File: src/rtl/i2cm_map.svh
// Register offsets, field positions and reset values of the two-wire master controller
`ifndef I2CM_MAP_SVH
`define I2CM_MAP_SVH

// ----------------------------------------
// Register byte offsets on the APB port
// ----------------------------------------
`define I2CM_OFF_CTRL 8'h00
`define I2CM_OFF_TAR 8'h04
`define I2CM_OFF_CMD 8'h10
`define I2CM_OFF_FHCNT 8'h1C
`define I2CM_OFF_FLCNT 8'h20
`define I2CM_OFF_ENABLE 8'h6C
`define I2CM_OFF_STATUS 8'h70
`define I2CM_OFF_ABN_SRC 8'h80
`define I2CM_OFF_EN_STAT 8'h9C
`define I2CM_OFF_SPK_SF 8'hA0
`define I2CM_OFF_SPK_HS 8'hA4

// ----------------------------------------
// Field positions
// ----------------------------------------
`define I2CM_CTRL_MASTER 0
`define I2CM_TAR_TEN 12
`define I2CM_CMD_RW 8
`define I2CM_CMD_STOP 9
`define I2CM_EN_BIT 0
`define I2CM_ABORT_BIT 1
`define I2CM_SPEED_HS 2'b11

// ----------------------------------------
// Reset values
// ----------------------------------------
`define I2CM_RST_CTRL 7'h7F
`define I2CM_RST_TAR 13'h1055
`define I2CM_RST_FHCNT 16'h003C
`define I2CM_RST_FLCNT 16'h0082
`define I2CM_RST_SPK_SF 8'h05
`define I2CM_RST_SPK_HS 8'h01
`define I2CM_SPK_MIN 8'h01

`endif

File: src/rtl/i2cm_pkg.sv
// Types shared by the two-wire master controller
package i2cm_pkg;
    typedef enum logic [2:0] {ST_IDLE, ST_START, ST_BIT, ST_HOLD, ST_STOP} i2cm_state_type;
    typedef enum logic [1:0] {PH_HDR, PH_LO, PH_DATA} i2cm_phase_type;
endpackage

File: src/rtl/i2cm_spike_filter.sv
// Glitch filter for one synchronised bus line
`timescale 1ns/1ps
module i2cm_spike_filter #(
    parameter int LW = 8
) (
    input wire logic ref_clk,
    input wire logic rst,
    input wire logic din,
    input wire logic [LW-1:0] limit,
    output logic dout
);
    logic din_q;
    logic run_q;
    logic [LW-1:0] cnt_q;
    logic dout_q;

    // ----------------------------------------
    // Change detection and limit test
    // ----------------------------------------
    wire change = din != din_q;
    wire at_limit = run_q & (cnt_q >= limit);

    // Counter starts on a change, a second change cancels it
    always_ff @(posedge ref_clk) begin
        if (rst) begin
            din_q <= 1'b1;
            run_q <= 1'b0;
            cnt_q <= '0;
            dout_q <= 1'b1;
        end else begin
            din_q <= din;
            if (change) begin
                run_q <= ~run_q;
                cnt_q <= run_q ? '0 : LW'(1);
            end else if (at_limit) begin
                dout_q <= din;
                run_q <= 1'b0;
                cnt_q <= '0;
            end else if (run_q) begin
                cnt_q <= cnt_q + 1'b1;
            end
        end
    end

    assign dout = dout_q;
endmodule

File: src/rtl/i2cm_cmd_buf.sv
// Small command buffer with valid/ready on both sides
`timescale 1ns/1ps
module i2cm_cmd_buf #(
    parameter int W = 10,
    parameter int DEPTH = 2
) (
    input wire logic ref_clk,
    input wire logic rst,
    input wire logic flush,
    input wire logic in_valid,
    output logic in_ready,
    input wire logic [W-1:0] in_data,
    output logic out_valid,
    input wire logic out_ready,
    output logic [W-1:0] out_data
);
    localparam int AW = (DEPTH > 1) ? $clog2(DEPTH) : 1;
    localparam int CW = $clog2(DEPTH + 1);

    logic [W-1:0] mem_q [DEPTH];
    logic [AW-1:0] wr_ptr_q;
    logic [AW-1:0] rd_ptr_q;
    logic [CW-1:0] count_q;

    // ----------------------------------------
    // Handshake terms; depth must be a power of two
    // ----------------------------------------
    assign in_ready = count_q != CW'(DEPTH);
    assign out_valid = count_q != '0;
    assign out_data = mem_q[rd_ptr_q];
    wire push = in_valid & in_ready;
    wire pop = out_valid & out_ready;

    // Storage written only on push, so no reset needed for it
    always_ff @(posedge ref_clk) begin
        if (push) begin
            mem_q[wr_ptr_q] <= in_data;
        end
    end

    // Pointers and fill level; flush empties in one edge
    always_ff @(posedge ref_clk) begin
        if (rst || flush) begin
            wr_ptr_q <= '0;
            rd_ptr_q <= '0;
            count_q <= '0;
        end else begin
            wr_ptr_q <= push ? wr_ptr_q + 1'b1 : wr_ptr_q;
            rd_ptr_q <= pop ? rd_ptr_q + 1'b1 : rd_ptr_q;
            count_q <= count_q + CW'(push) - CW'(pop);
        end
    end
endmodule

File: src/rtl/i2cm_ctrl.sv
// Two-wire bus master controller with APB registers, command queue and glitch filters
`timescale 1ns/1ps
`include "i2cm_map.svh"
module i2cm_ctrl #(
    parameter bit LIVE_TARGET_REWRITE = 1'b1,
    parameter bit EMPTY_QUEUE_HOLD = 1'b1,
    parameter int ADDR_W = 8
) (
    input wire logic ref_clk,
    input wire logic rst,
    input wire logic psel,
    input wire logic penable,
    input wire logic pwrite,
    input wire logic [ADDR_W-1:0] paddr,
    input wire logic [31:0] pwdata,
    output logic [31:0] prdata,
    output logic pready,
    output logic pslverr,
    input wire logic scl_i,
    output logic scl_o,
    output logic scl_oe,
    input wire logic sda_i,
    output logic sda_o,
    output logic sda_oe,
    output i2cm_pkg::i2cm_state_type state
);
    import i2cm_pkg::*;

    logic [6:0] ctrl_q;
    logic [12:0] tar_q;
    logic [15:0] fh_q;
    logic [15:0] fl_q;
    logic [7:0] spk_sf_q;
    logic [7:0] spk_hs_q;
    logic en_q;
    logic abort_q;
    logic [1:0] abn_q;
    logic [7:0] rx_data_q;
    logic rx_valid_q;
    logic [31:0] prdata_q;
    logic scl_s1_q, scl_s2_q, sda_s1_q, sda_s2_q;
    logic scl_f, sda_f;
    i2cm_state_type state_q;
    i2cm_phase_type phase_q;
    logic [1:0] step_q;
    logic [3:0] bit_q;
    logic [8:0] sh_q;
    logic [7:0] rxsh_q;
    logic [15:0] cnt_q;
    logic cur_rw_q, cur_stop_q;
    logic [7:0] cur_data_q;
    logic scl_oe_q, sda_oe_q;
    logic sda_hold_q;
    logic buf_in_ready, buf_out_valid;
    logic [9:0] buf_out_data;

    // ----------------------------------------
    // Line synchronisers and glitch filters
    // ----------------------------------------
    // Two flops before any logic reads the pins
    always_ff @(posedge ref_clk) begin
        if (rst) begin
            {scl_s1_q, scl_s2_q, sda_s1_q, sda_s2_q} <= 4'hF;
        end else begin
            {scl_s1_q, scl_s2_q, sda_s1_q, sda_s2_q} <= {scl_i, scl_s1_q, sda_i, sda_s1_q};
        end
    end

    // High-speed limit only in speed mode 3
    wire [7:0] spk_lim = (ctrl_q[2:1] == `I2CM_SPEED_HS) ? spk_hs_q : spk_sf_q;

    i2cm_spike_filter #(.LW(8)) u_scl_filt (
        .ref_clk(ref_clk), .rst(rst), .din(scl_s2_q), .limit(spk_lim), .dout(scl_f)
    );
    i2cm_spike_filter #(.LW(8)) u_sda_filt (
        .ref_clk(ref_clk), .rst(rst), .din(sda_s2_q), .limit(spk_lim), .dout(sda_f)
    );

    // ----------------------------------------
    // APB decode
    // ----------------------------------------
    wire [7:0] ad = 8'(paddr);
    wire setup = psel & ~penable;
    wire access = psel & penable;
    wire hit_ctrl = ad == `I2CM_OFF_CTRL;
    wire hit_tar = ad == `I2CM_OFF_TAR;
    wire hit_cmd = ad == `I2CM_OFF_CMD;
    wire hit_fh = ad == `I2CM_OFF_FHCNT;
    wire hit_fl = ad == `I2CM_OFF_FLCNT;
    wire hit_en = ad == `I2CM_OFF_ENABLE;
    wire hit_st = ad == `I2CM_OFF_STATUS;
    wire hit_abn = ad == `I2CM_OFF_ABN_SRC;
    wire hit_ens = ad == `I2CM_OFF_EN_STAT;
    wire hit_sf = ad == `I2CM_OFF_SPK_SF;
    wire hit_hs = ad == `I2CM_OFF_SPK_HS;
    wire mapped = |{hit_ctrl, hit_tar, hit_cmd, hit_fh, hit_fl, hit_en, hit_st, hit_abn, hit_ens, hit_sf, hit_hs};
    wire cmd_push = access & pwrite & hit_cmd & en_q;
    wire wr = access & pwrite & pready & mapped;
    wire rd = access & ~pwrite & mapped;
    wire [7:0] spk_wval = (pwdata[7:0] < `I2CM_SPK_MIN) ? `I2CM_SPK_MIN : pwdata[7:0];
    wire busy = state_q != ST_IDLE;
    wire en_status = en_q | busy;
    wire [5:0] status = {busy, 1'b0, rx_valid_q, ~buf_out_valid, buf_in_ready, en_status};

    // A full queue stretches the access instead of dropping the command
    assign pready = ~cmd_push | buf_in_ready;
    assign pslverr = access & ~mapped;

    // Read selection
    wire [31:0] rd_mux = hit_ctrl ? {25'h0, ctrl_q} : hit_tar ? {19'h0, tar_q} :
        hit_cmd ? {24'h0, rx_data_q} : hit_fh ? {16'h0, fh_q} : hit_fl ? {16'h0, fl_q} :
        hit_en ? {30'h0, abort_q, en_q} : hit_st ? {26'h0, status} : hit_abn ? {30'h0, abn_q} :
        hit_ens ? {31'h0, en_status} : hit_sf ? {24'h0, spk_sf_q} : hit_hs ? {24'h0, spk_hs_q} : 32'h0;

    // Read data captured in the setup phase
    always_ff @(posedge ref_clk) begin
        if (rst) begin
            prdata_q <= 32'h0;
        end else if (setup && !pwrite) begin
            prdata_q <= rd_mux;
        end
    end
    assign prdata = prdata_q;

    // ----------------------------------------
    // Engine control terms
    // ----------------------------------------
    wire master = ctrl_q[`I2CM_CTRL_MASTER];
    wire hi_wait = (step_q == 2'd1) & (state_q == ST_BIT || state_q == ST_START || state_q == ST_STOP);
    wire tick = (cnt_q == 16'h0) & (~hi_wait | scl_f);
    wire stop_now = abort_q | ~en_q;
    wire byte_end = (state_q == ST_BIT) & (step_q == 2'd1) & tick & (bit_q == 4'd8);
    wire addr_nack = byte_end & (phase_q != PH_DATA) & sda_f;
    wire data_end = byte_end & (phase_q == PH_DATA);
    wire go_idle = (state_q == ST_IDLE) & en_q & master & ~abort_q & buf_out_valid;
    wire go_next = ((data_end & ~cur_stop_q) | (state_q == ST_HOLD)) & ~stop_now & buf_out_valid;
    wire pop = go_idle | go_next;
    wire next_rw = buf_out_data[`I2CM_CMD_RW];
    wire abort_done = (state_q == ST_IDLE) & abort_q;
    wire flush = ~en_q | abort_done;
    wire [7:0] hdr = tar_q[`I2CM_TAR_TEN] ? {5'b11110, tar_q[9:8], cur_rw_q} : {tar_q[6:0], cur_rw_q};

    // Write data go out with a released ack slot, reads release and ack unless last
    function automatic logic [8:0] byte_of(input logic [9:0] c);
        byte_of = c[`I2CM_CMD_RW] ? {8'hFF, c[`I2CM_CMD_STOP]} : {c[7:0], 1'b1};
    endfunction
    wire [8:0] next_byte = byte_of(buf_out_data);

    i2cm_cmd_buf #(.W(10), .DEPTH(2)) u_cmd_buf (
        .ref_clk(ref_clk), .rst(rst), .flush(flush),
        .in_valid(cmd_push), .in_ready(buf_in_ready), .in_data(pwdata[9:0]),
        .out_valid(buf_out_valid), .out_ready(pop), .out_data(buf_out_data)
    );

    // ----------------------------------------
    // Software registers
    // ----------------------------------------
    // Configuration; target may follow the engine live only if built so
    always_ff @(posedge ref_clk) begin
        if (rst) begin
            ctrl_q <= `I2CM_RST_CTRL;
            tar_q <= `I2CM_RST_TAR;
            fh_q <= `I2CM_RST_FHCNT;
            fl_q <= `I2CM_RST_FLCNT;
            spk_sf_q <= `I2CM_RST_SPK_SF;
            spk_hs_q <= `I2CM_RST_SPK_HS;
            en_q <= 1'b0;
        end else if (wr) begin
            if (hit_ctrl && !en_q) ctrl_q <= pwdata[6:0];
            if (hit_tar && (!en_q || LIVE_TARGET_REWRITE)) tar_q <= pwdata[12:0];
            if (hit_fh && !en_q) fh_q <= pwdata[15:0];
            if (hit_fl && !en_q) fl_q <= pwdata[15:0];
            if (hit_sf && !en_q) spk_sf_q <= spk_wval;
            if (hit_hs && !en_q) spk_hs_q <= spk_wval;
            if (hit_en) en_q <= pwdata[`I2CM_EN_BIT];
        end
    end

    // Abort request, cause flags and receive byte; a hardware set beats a clear
    always_ff @(posedge ref_clk) begin
        if (rst) begin
            abort_q <= 1'b0;
            abn_q <= 2'b00;
            rx_valid_q <= 1'b0;
            rx_data_q <= 8'h00;
        end else begin
            if (abort_done) begin
                abort_q <= 1'b0;
            end else if (wr && hit_en && pwdata[`I2CM_ABORT_BIT] && en_q && master) begin
                abort_q <= 1'b1;
            end
            abn_q <= (abn_q & ~((rd && hit_abn) ? prdata_q[1:0] : 2'b00)) | {abort_done, addr_nack};
            rx_valid_q <= (data_end && cur_rw_q) | (rx_valid_q & ~(rd && hit_cmd));
            if (data_end && cur_rw_q) rx_data_q <= rxsh_q;
        end
    end

    // ----------------------------------------
    // Bus engine
    // ----------------------------------------
    // Step 0 drives SCL low, step 1 waits out the high phase with stretching
    always_ff @(posedge ref_clk) begin
        if (rst) begin
            state_q <= ST_IDLE;
            phase_q <= PH_HDR;
            step_q <= 2'd0;
            bit_q <= 4'd0;
            sh_q <= 9'h1FF;
            rxsh_q <= 8'h00;
            cnt_q <= 16'h0;
            cur_rw_q <= 1'b0;
            cur_stop_q <= 1'b0;
            cur_data_q <= 8'h00;
            scl_oe_q <= 1'b0;
            sda_oe_q <= 1'b0;
        end else begin
            if (!tick && cnt_q != 16'h0 && (!hi_wait || scl_f)) cnt_q <= cnt_q - 16'h1;
            if (pop) begin
                cur_rw_q <= next_rw;
                cur_stop_q <= buf_out_data[`I2CM_CMD_STOP];
                cur_data_q <= buf_out_data[7:0]; // Head moves on at pop, keep the byte
            end
            unique case (state_q)
                ST_IDLE: begin
                    scl_oe_q <= 1'b0;
                    sda_oe_q <= 1'b0;
                    if (go_idle) begin
                        state_q <= ST_START;
                        step_q <= 2'd1;
                        cnt_q <= fh_q;
                    end
                end
                ST_START: if (tick) begin
                    cnt_q <= (step_q == 2'd2) ? fl_q : fh_q;
                    step_q <= (step_q == 2'd2) ? 2'd0 : step_q + 2'd1;
                    if (step_q == 2'd0) scl_oe_q <= 1'b0;
                    if (step_q == 2'd1) sda_oe_q <= 1'b1;
                    if (step_q == 2'd2) begin
                        scl_oe_q <= 1'b1;
                        state_q <= ST_BIT;
                        phase_q <= PH_HDR;
                        bit_q <= 4'd0;
                        sh_q <= {hdr, 1'b1};
                        sda_oe_q <= ~hdr[7];
                    end
                end
                ST_BIT: if (tick && step_q == 2'd0) begin
                    scl_oe_q <= 1'b0;
                    step_q <= 2'd1;
                    cnt_q <= fh_q;
                end else if (tick) begin
                    scl_oe_q <= 1'b1;
                    step_q <= 2'd0;
                    cnt_q <= fl_q;
                    bit_q <= bit_q + 4'd1;
                    if (bit_q != 4'd8) begin
                        rxsh_q <= {rxsh_q[6:0], sda_f};
                        sh_q <= {sh_q[7:0], 1'b1};
                        sda_oe_q <= ~sh_q[7];
                    end else if (addr_nack || (data_end && (stop_now || cur_stop_q))) begin
                        state_q <= ST_STOP;
                        sda_oe_q <= 1'b1;
                    end else if (phase_q == PH_HDR && tar_q[`I2CM_TAR_TEN]) begin
                        phase_q <= PH_LO;
                        bit_q <= 4'd0;
                        sh_q <= {tar_q[7:0], 1'b1};
                        sda_oe_q <= ~tar_q[7];
                    end else if (phase_q != PH_DATA) begin
                        state_q <= stop_now ? ST_STOP : ST_BIT;
                        phase_q <= PH_DATA;
                        bit_q <= 4'd0;
                        sh_q <= byte_of({cur_stop_q, cur_rw_q, cur_data_q});
                        sda_oe_q <= stop_now | (~cur_rw_q & ~cur_data_q[7]);
                    end else if (go_next && next_rw == cur_rw_q) begin
                        bit_q <= 4'd0;
                        sh_q <= next_byte;
                        sda_oe_q <= ~next_byte[8];
                    end else if (go_next) begin
                        state_q <= ST_START; // Direction change needs a repeated start
                        step_q <= 2'd0;
                        sda_oe_q <= 1'b0;
                    end else if (stop_now || !EMPTY_QUEUE_HOLD) begin
                        state_q <= ST_STOP;
                        sda_oe_q <= 1'b1;
                    end else begin
                        state_q <= ST_HOLD;
                        sda_oe_q <= 1'b0;
                    end
                end
                ST_HOLD: begin
                    cnt_q <= fl_q;
                    if (stop_now) begin
                        state_q <= ST_STOP;
                        sda_oe_q <= 1'b1;
                    end else if (go_next && next_rw == cur_rw_q) begin
                        state_q <= ST_BIT;
                        step_q <= 2'd0;
                        bit_q <= 4'd0;
                        sh_q <= next_byte;
                        sda_oe_q <= ~next_byte[8];
                    end else if (go_next) begin
                        state_q <= ST_START;
                        step_q <= 2'd0;
                    end
                end
                ST_STOP: if (tick) begin
                    cnt_q <= fh_q;
                    step_q <= step_q + 2'd1;
                    if (step_q == 2'd0) scl_oe_q <= 1'b0;
                    if (step_q == 2'd1) sda_oe_q <= 1'b0;
                    if (step_q == 2'd2) begin
                        state_q <= ST_IDLE;
                        step_q <= 2'd0;
                    end
                end
            endcase
        end
    end

    // SDA moves one cycle after SCL falls, so a data change never looks like start or stop
    always_ff @(posedge ref_clk) begin
        if (rst) begin
            sda_hold_q <= 1'b0;
        end else begin
            sda_hold_q <= sda_oe_q;
        end
    end

    // Open-drain pins: only ever pull low
    assign scl_o = 1'b0;
    assign sda_o = 1'b0;
    assign scl_oe = scl_oe_q;
    assign sda_oe = sda_hold_q;
    assign state = state_q;
endmodule

File: config.mk
export PLATFORM = sky130hd
export DESIGN_NAME = i2cm_ctrl
export DESIGN_NICKNAME = d
export VERILOG_FILES = /design/src/rtl/i2cm_pkg.sv /design/src/rtl/i2cm_spike_filter.sv /design/src/rtl/i2cm_cmd_buf.sv /design/src/rtl/i2cm_ctrl.sv
export VERILOG_INCLUDE_DIRS = /design/src /design/src/rtl
export SDC_FILE = /design/constraint.sdc
export NUM_CORES = 1
export LEC_CHECK = 0
export BUFFER_PORTS_ARGS = -buffer_cell sky130_fd_sc_hd__buf_4
export CELL_PAD_IN_SITES_DETAIL_PLACEMENT = 1
export CELL_PAD_IN_SITES_GLOBAL_PLACEMENT = 2
export CORE_UTILIZATION = 39
export CTS_CLUSTER_SIZE = 14
export DETAILED_ROUTE_END_ITERATION = 7
export PLACE_DENSITY = 0.83
export SETUP_SLACK_MARGIN = 0.3
export SLEW_MARGIN = 40
export SYNTH_ARGS = -nofsm -noshare
export SYNTH_HDL_FRONTEND = slang
export SYNTH_HIERARCHICAL = 1
export SYNTH_SLANG_ARGS = --single-unit
export TNS_END_PERCENT = 5
File: constraint.sdc
create_clock -name ref_clk -period 5.9 [get_ports ref_clk]
set_clock_uncertainty 0.15 [all_clocks]
set_input_delay 1.18 -clock ref_clk [delete_from_list [all_inputs] [get_ports ref_clk]]
set_output_delay 1.18 -clock ref_clk [all_outputs]
set_load 0.02 [all_outputs]
==> results.toml, run 1 <==
[setup_path]
reg2reg_to = "u_cmd_buf/count_q[1]"
crit_path_start_kind = "primary input"
arrival_ns = 3.17
endpoint_kind = "output port"
reg2regPathDepth = 13
crit_fanout = 10
r2r_slack_ns = 1.51
crit_chain = "buf_4 > nor3_1 > and3_1 > and3_1 > nand2b_1 > buf_4"
critPathLaunch = "paddr[1]"
cpPeakStageDelay_ns = 0.61
crit_buf_inv = 2
cp.required_ns = 4.57
r2r-start = "state[2]"
crit_family = "simple AND/OR/NAND/NOR gates"
critical_path_class = "primary input to output port"
cp_slowest_cell = "and3_1"

[job]
cap_violations = 0

[grt]
antenna_found_initial = 0
grt_usage_pct = 27.67
grt_pass1_wl_um = 66530
first_global_vias = 11270
grt_max_degree = 48
grt_overflow_total = 0

[synthesis]
yosys_warnings = 6
async_flop_share_pct = 0
syn-instance-count = 1429
synth_cell_types = 94
synth.area.top_cells = "dfxtp_1 32%, nand2_1 7.4%, a21oi_1 5.2%, edfxtp_1 5.2%, nor2_1 3.7%"
synth_edf_count = 20
postSynthAreaPerCell_um2 = 8.088
post-synth-top-count-cell = "nand2_1"
yosysTopAreaCell = "dfxtp_1"
synth_top_area_share_pct = 31.87
synth-seq-cells = 204
syn_area_mm2 = 0.01156
seq_area_frac_synth_pct = 37.07
ys_top_cells_by_count = "229 x nand2_1, 184 x dfxtp_1, 121 x a21oi_1"
synthFlopType = "dfxtp_1"

[die]
ios = 88
dieWidth_um = 174.1
rows = 62
core_area_mm2 = 0.02894
fp.dieH_um = 174.1
dieArea_mm2 = 0.03033
start_util_pct = 39.94

[cts]
cts_tree = "done"
clk_latency_ns = 0.54
htree_levels = 1
post_cts_buffers = 0
cts_root_buf = "clkbuf_16"
cts.sinks = 204
cts.hold.buffers_added = 0
cts_resized = 0
cts_made_buffers = 25
clk_pin_slew_ns = 0.05
cts_max_path_buffers = 3

[timing]
holdWs_ns = 0.2603
min_period_over_period_pct = 76.33
setup_viol = 0
rsz0062_at_grt = "false"
tightest_slew_ns = 0.8649
drv_slew = 0
fin_tns_setup_ns = 0
postLayoutSetupSlackWorst_ns = 1.397
hold_viol = 0
fmax_mhz = 222.1
min_period_ns = 4.503
slew_headroom_pct = 42.18

[placed_design]
globalplace.congestion = 0.8632
port-buffer-count = 53
place_hpwl_um = 29090
dp_slack_ns = 1.453

[power]
p_per_area_mw_per_mm2 = 320.3
p_leak_uw = 0.004541
vdd_drop_max_mv = 0.1837

[layout]
drive_above_1_share_pct = 12.95
area_growth_pct = 12.81
fillers = 3449
layout.nets = 1511
antenna_cells = 0

[detailed_routing]
antenna_left = 0
drtIter0Drc = 996
drtPass1Iterations = 5
vias_per_cell = 6.106
wl_um = 42100
via_count = 11260
post-route-drc-count = 0
wl_per_cell_um = 22.83

[hold_path]
hold_depth = 1
hold_start = "sda_s1_q"
min_to = "sda_s2_q"
hold_class = "flip-flop to flip-flop"

[status]
outcome = "finished clean"
[cell usage in the layout, fill, tap and decap left out, types with 9 or more instances in the layout]
cell / n
mux2_2: 22
nand3_1: 59
o211ai_1: 13
a31oi_1: 20
nand4_1: 18
or2_2: 17
mux2i_1: 29
xor2_1: 9
ha_1: 22
dfxtp_1: 184
nor2_1: 111
nor2b_1: 13
a21oi_1: 121
nand2b_1: 20
o221ai_1: 13
o21ai_0: 68
a211oi_1: 13
and3_1: 16
inv_1: 26
a221oi_1: 27
conb_1: 18
xnor2_1: 11
edfxtp_1: 20
clkbuf_16: 25
buf_4: 71
a22oi_1: 25
nor3_1: 37
nor3b_1: 10
nand2_1: 229
nor4_1: 9
[layer usage]
metal / wire (um) / GRT usage (%)
met1: 19390 / 38.56
met3: 2007 / 2.603
met5: 0 / 0
met2: 19670 / 45.55
met4: 1035 / 7.346
[worst max-delay path by stage]
stage | to | slack (ns) | cells past startpoint
floorplan | pready | 1.96 | 6
global placement | pready | 1.53 | 6
detailed placement | pready | 1.45 | 6
CTS | pready | 1.44 | 6
global route | u_cmd_buf/count_q[1] | 1.13 | 13
finish | pready | 1.40 | 6
[registers in the layout (all words and copies together) (netlist names), 3 cells and up, named ones only]
signal	cells
u_cmd_buf/mem_q	20
cnt_q	16
fh_q	16
fl_q	16
prdata	16
tar_q	13
cur_data_q	8
rx_data_q	8
rxsh_q	8
sh_q	8
spk_hs_q	8
spk_sf_q	8
u_scl_filt/cnt_q	8
u_sda_filt/cnt_q	8
ctrl_q	7
bit_q	4
state	3
[layout make-up]
type | instances | area [um2] | area share (%)
Clock buffer | 30 | 674.4 | 5.173
Clock inverter | 15 | 191.4 | 1.468
Inverter | 27 | 101.3 | 0.7773
Multi-Input combinational cell | 1113 | 6773 | 51.95
Sequential cell | 204 | 4284 | 32.86
Tap cell | 384 | 480.5 | 3.685
Timing Repair Buffer | 71 | 533.0 | 4.088
[worst reg2reg max path, delay by kind of cell (launching register included)]
family	cells	cell delay, ns
adders and majority gates	1	0.20
AOI/OAI and AO/OA	3	1.19
buffers and inverters	2	0.60
and+or+nand+nor	5	1.04
xor gates and xnor gates	1	0.21
muxes	1	0.12
DFF	1	0.80
[per-stage QoR]
step                      power [uW]  utilization [%]  cells  instance area (um2)
final                           4176            45.06   1844                13040
after global routing            4362            45.06   1844                13040
after CTS                       4185            45.05   1844                13040
after detailed placement        2542            42.06   1799                12170
after global placement          2518            41.94   1799                12140
after floorplan                 2263                -   1446                11620
[cells by family (layout without fill, tap and decap cells)]
group	after synthesis	count (layout)	synth area share, %
flip-flops	204	204	37.07
XOR/XNOR	20	20	1.516
multiplexers	51	51	4.655
buffers and inverters	129	143	5.326
other	1	18	0.03245
AO/OA/AOI/OAI	402	402	23.63
AND/OR/NAND/NOR	598	598	25.21
adder cells (fa/ha/maj)	24	24	2.555
[where the power goes]
group          total (uW)  internal [uW]  switching (uW)
clock                1640            991             653
sequential           1540           1450            82.3
combinational         996            360             636
(Power assumes the default switching activity.)
==> run 2: changes to the inputs <==
--- a/config.mk
+++ b/config.mk
@@ -9,10 +9,10 @@
 export BUFFER_PORTS_ARGS = -buffer_cell sky130_fd_sc_hd__buf_4
 export CELL_PAD_IN_SITES_DETAIL_PLACEMENT = 1
 export CELL_PAD_IN_SITES_GLOBAL_PLACEMENT = 2
-export CORE_UTILIZATION = 39
+export CORE_UTILIZATION = 37
 export CTS_CLUSTER_SIZE = 14
 export DETAILED_ROUTE_END_ITERATION = 7
-export PLACE_DENSITY = 0.83
+export PLACE_DENSITY = 0.79
 export SETUP_SLACK_MARGIN = 0.3
 export SLEW_MARGIN = 40
 export SYNTH_ARGS = -nofsm -noshare
==> constraint.sdc (replaced) <==
create_clock -name ref_clk -period 4.3 [get_ports ref_clk]
set_clock_uncertainty 0.15 [all_clocks]
set_input_delay 0.86 -clock ref_clk [delete_from_list [all_inputs] [get_ports ref_clk]]
set_output_delay 0.86 -clock ref_clk [all_outputs]
set_load 0.02 [all_outputs]
==> results.toml, run 2 (synthesis gave the netlist of run 1 again) <==
[timing]
fin_tns_setup_ns = 0
fmax_mhz = 270.1
min_period_over_period_pct = 86.09
holdWs_ns = 0.2580
drv_slew = 0
postLayoutSetupSlackWorst_ns = 0.5983
tightest_slew_ns = 0.8365
rsz0062_at_grt = "false"
slew_headroom_pct = 44.24
hold_viol = 0
min_period_ns = 3.702
setup_viol = 0

[die]
dieWidth_um = 178.7
start_util_pct = 37.68
fp.dieH_um = 178.7
core_area_mm2 = 0.03067
dieArea_mm2 = 0.03195
rows = 64
ios = 88

[detailed_routing]
drtIter0Drc = 1029
vias_per_cell = 5.987
antenna_left = 0
drtPass1Iterations = 5
wl_um = 41520
post-route-drc-count = 0
via_count = 11230
wl_per_cell_um = 22.13

[power]
vdd_drop_max_mv = 0.2748
clockPowerShare_pct = 40.2
p_seq_share_pct = 36.3
power_switching_uw = 1878
p_int_uw = 3921
p_per_area_mw_per_mm2 = 438.7
p_leak_uw = 0.004636
power_uw = 5799
switching_share_pct = 32.39
combPwrFrac_pct = 23.5

[layout]
largest_reg_flops = 20
area_growth_pct = 14.39
stdcell_count = 1876
top_register = "u_cmd_buf/mem_q"
layout_commonest_cell = "nand2_1"
layout_common_cells = "229 x nand2_1, 184 x dfxtp_1, 121 x a21oi_1"
drive_above_1_share_pct = 13.92
layout.nets = 1531
antenna_cells = 0

[hold_path]
hold_class = "flip-flop to flip-flop"

[setup_path]
cp_slowest_cell = "dfxtp_1"
crit_family = "simple AND/OR/NAND/NOR gates"
cp.required_ns = 4.60
critical_path_class = "flip-flop to flip-flop"
crit_path_start_kind = "flip-flop"
endpoint_kind = "flip-flop"
crit_chain = "inv_1 > ha_1 > nor3b_1 > and4_1 > nand4_1 > a21oi_2 > nor2_2 > inv_1 > buf_4 > a211oi_1 > nor2_1 > ha_1 > or3_1 > mux2i_1"
crit_buf_inv = 3
arrival_ns = 4.00
cpPeakStageDelay_ns = 0.43
crit_fanout = 15

[status]
outcome = "finished clean"

[placed_design]
dp.cells = 1831
globalplace.congestion = 0.8536
place_hpwl_um = 29720
port-buffer-count = 53
dp_slack_ns = 0.5075

[cts]
clk_latency_ns = 0.53
cts_max_path_buffers = 3
clk_pin_slew_ns = 0.06
cts_made_buffers = 25
cts.sinks = 204
htree_levels = 1
cts_root_buf = "clkbuf_16"
cts_tree = "done"

[grt]
first_global_vias = 11320
grt_usage_pct = 26.50
grt_overflow_total = 0
antenna_found_initial = 0
grt_pass1_wl_um = 65850
grt_max_degree = 74

[job]
cap_violations = 0
## run 2: layer usage
metal | track usage, % | routed length (um) | vias up
met3 | 3.414 | 1960 | 65
met2 | 43.56 | 19310 | 262
met5 | 0 | 0 | -
met1 | 36.50 | 19440 | 5618
met4 | 6.674 | 822 | 0
li1 | - | - | 5286
## run 2: area by class of cell
type                       instances  area, um2
tap                              396      495.5
sequential                       204       4284
multi-input combinational       1113       6743
fill                            3680      17450
inverter                          27      101.3
clock inverter                    16      230.2
timing repair buffer              91      695.7
clock buffer                      29      670.6
## run 2: power groups by stage
stage / registers (uW) / logic [uW] / clock network, uW
after floorplan: 2110 / 992 / 0
after global placement: 2140 / 1320 / 0
after detailed placement: 2150 / 1350 / 0
after CTS: 2110 / 1360 / 2370
after global routing: 2120 / 1510 / 2440
final: 2110 / 1360 / 2330
## run 2: worst reg2reg max path: cells and delay by family, from the launching register on
kind / cells / cell delay, ns
and+or+nand+nor: 6 / 1.58
buffers and inverters: 3 / 0.47
adders and majority gates: 2 / 0.45
DFF: 1 / 0.43
AOI/OAI and AO/OA: 2 / 0.39
muxes: 1 / 0.14
## run 2: what timing repair did
| action | 4_1_cts | 5_1_grt |
|---|---|---|
| setup buffers | 0 | 0 |
| resized for setup | 0 | 1 |
| hold buffers | 0 | 0 |
| endpoints found under the setup margin | 0 | 1 |
## run 2: metrics by stage
stage | utilization, % | instance area [um2]
2_1_floorplan | - | 11620
3_3_place_gp | 40.13 | 12310
3_5_place_dp | 40.16 | 12320
4_1_cts | 43.10 | 13220
5_1_grt | 43.11 | 13220
6_report | 43.11 | 13220
## run 2: final timing paths
kind                            startpoint                   end  slack (ns)  cells past startpoint
worst min register to register    sda_s1_q              sda_s2_q        0.26                      1
worst min-delay path              sda_s1_q              sda_s2_q        0.26                      1
worst max-delay path              cnt_q[0]  u_cmd_buf/count_q[1]        0.60                     14
worst max register to register    cnt_q[0]  u_cmd_buf/count_q[1]        0.60                     14
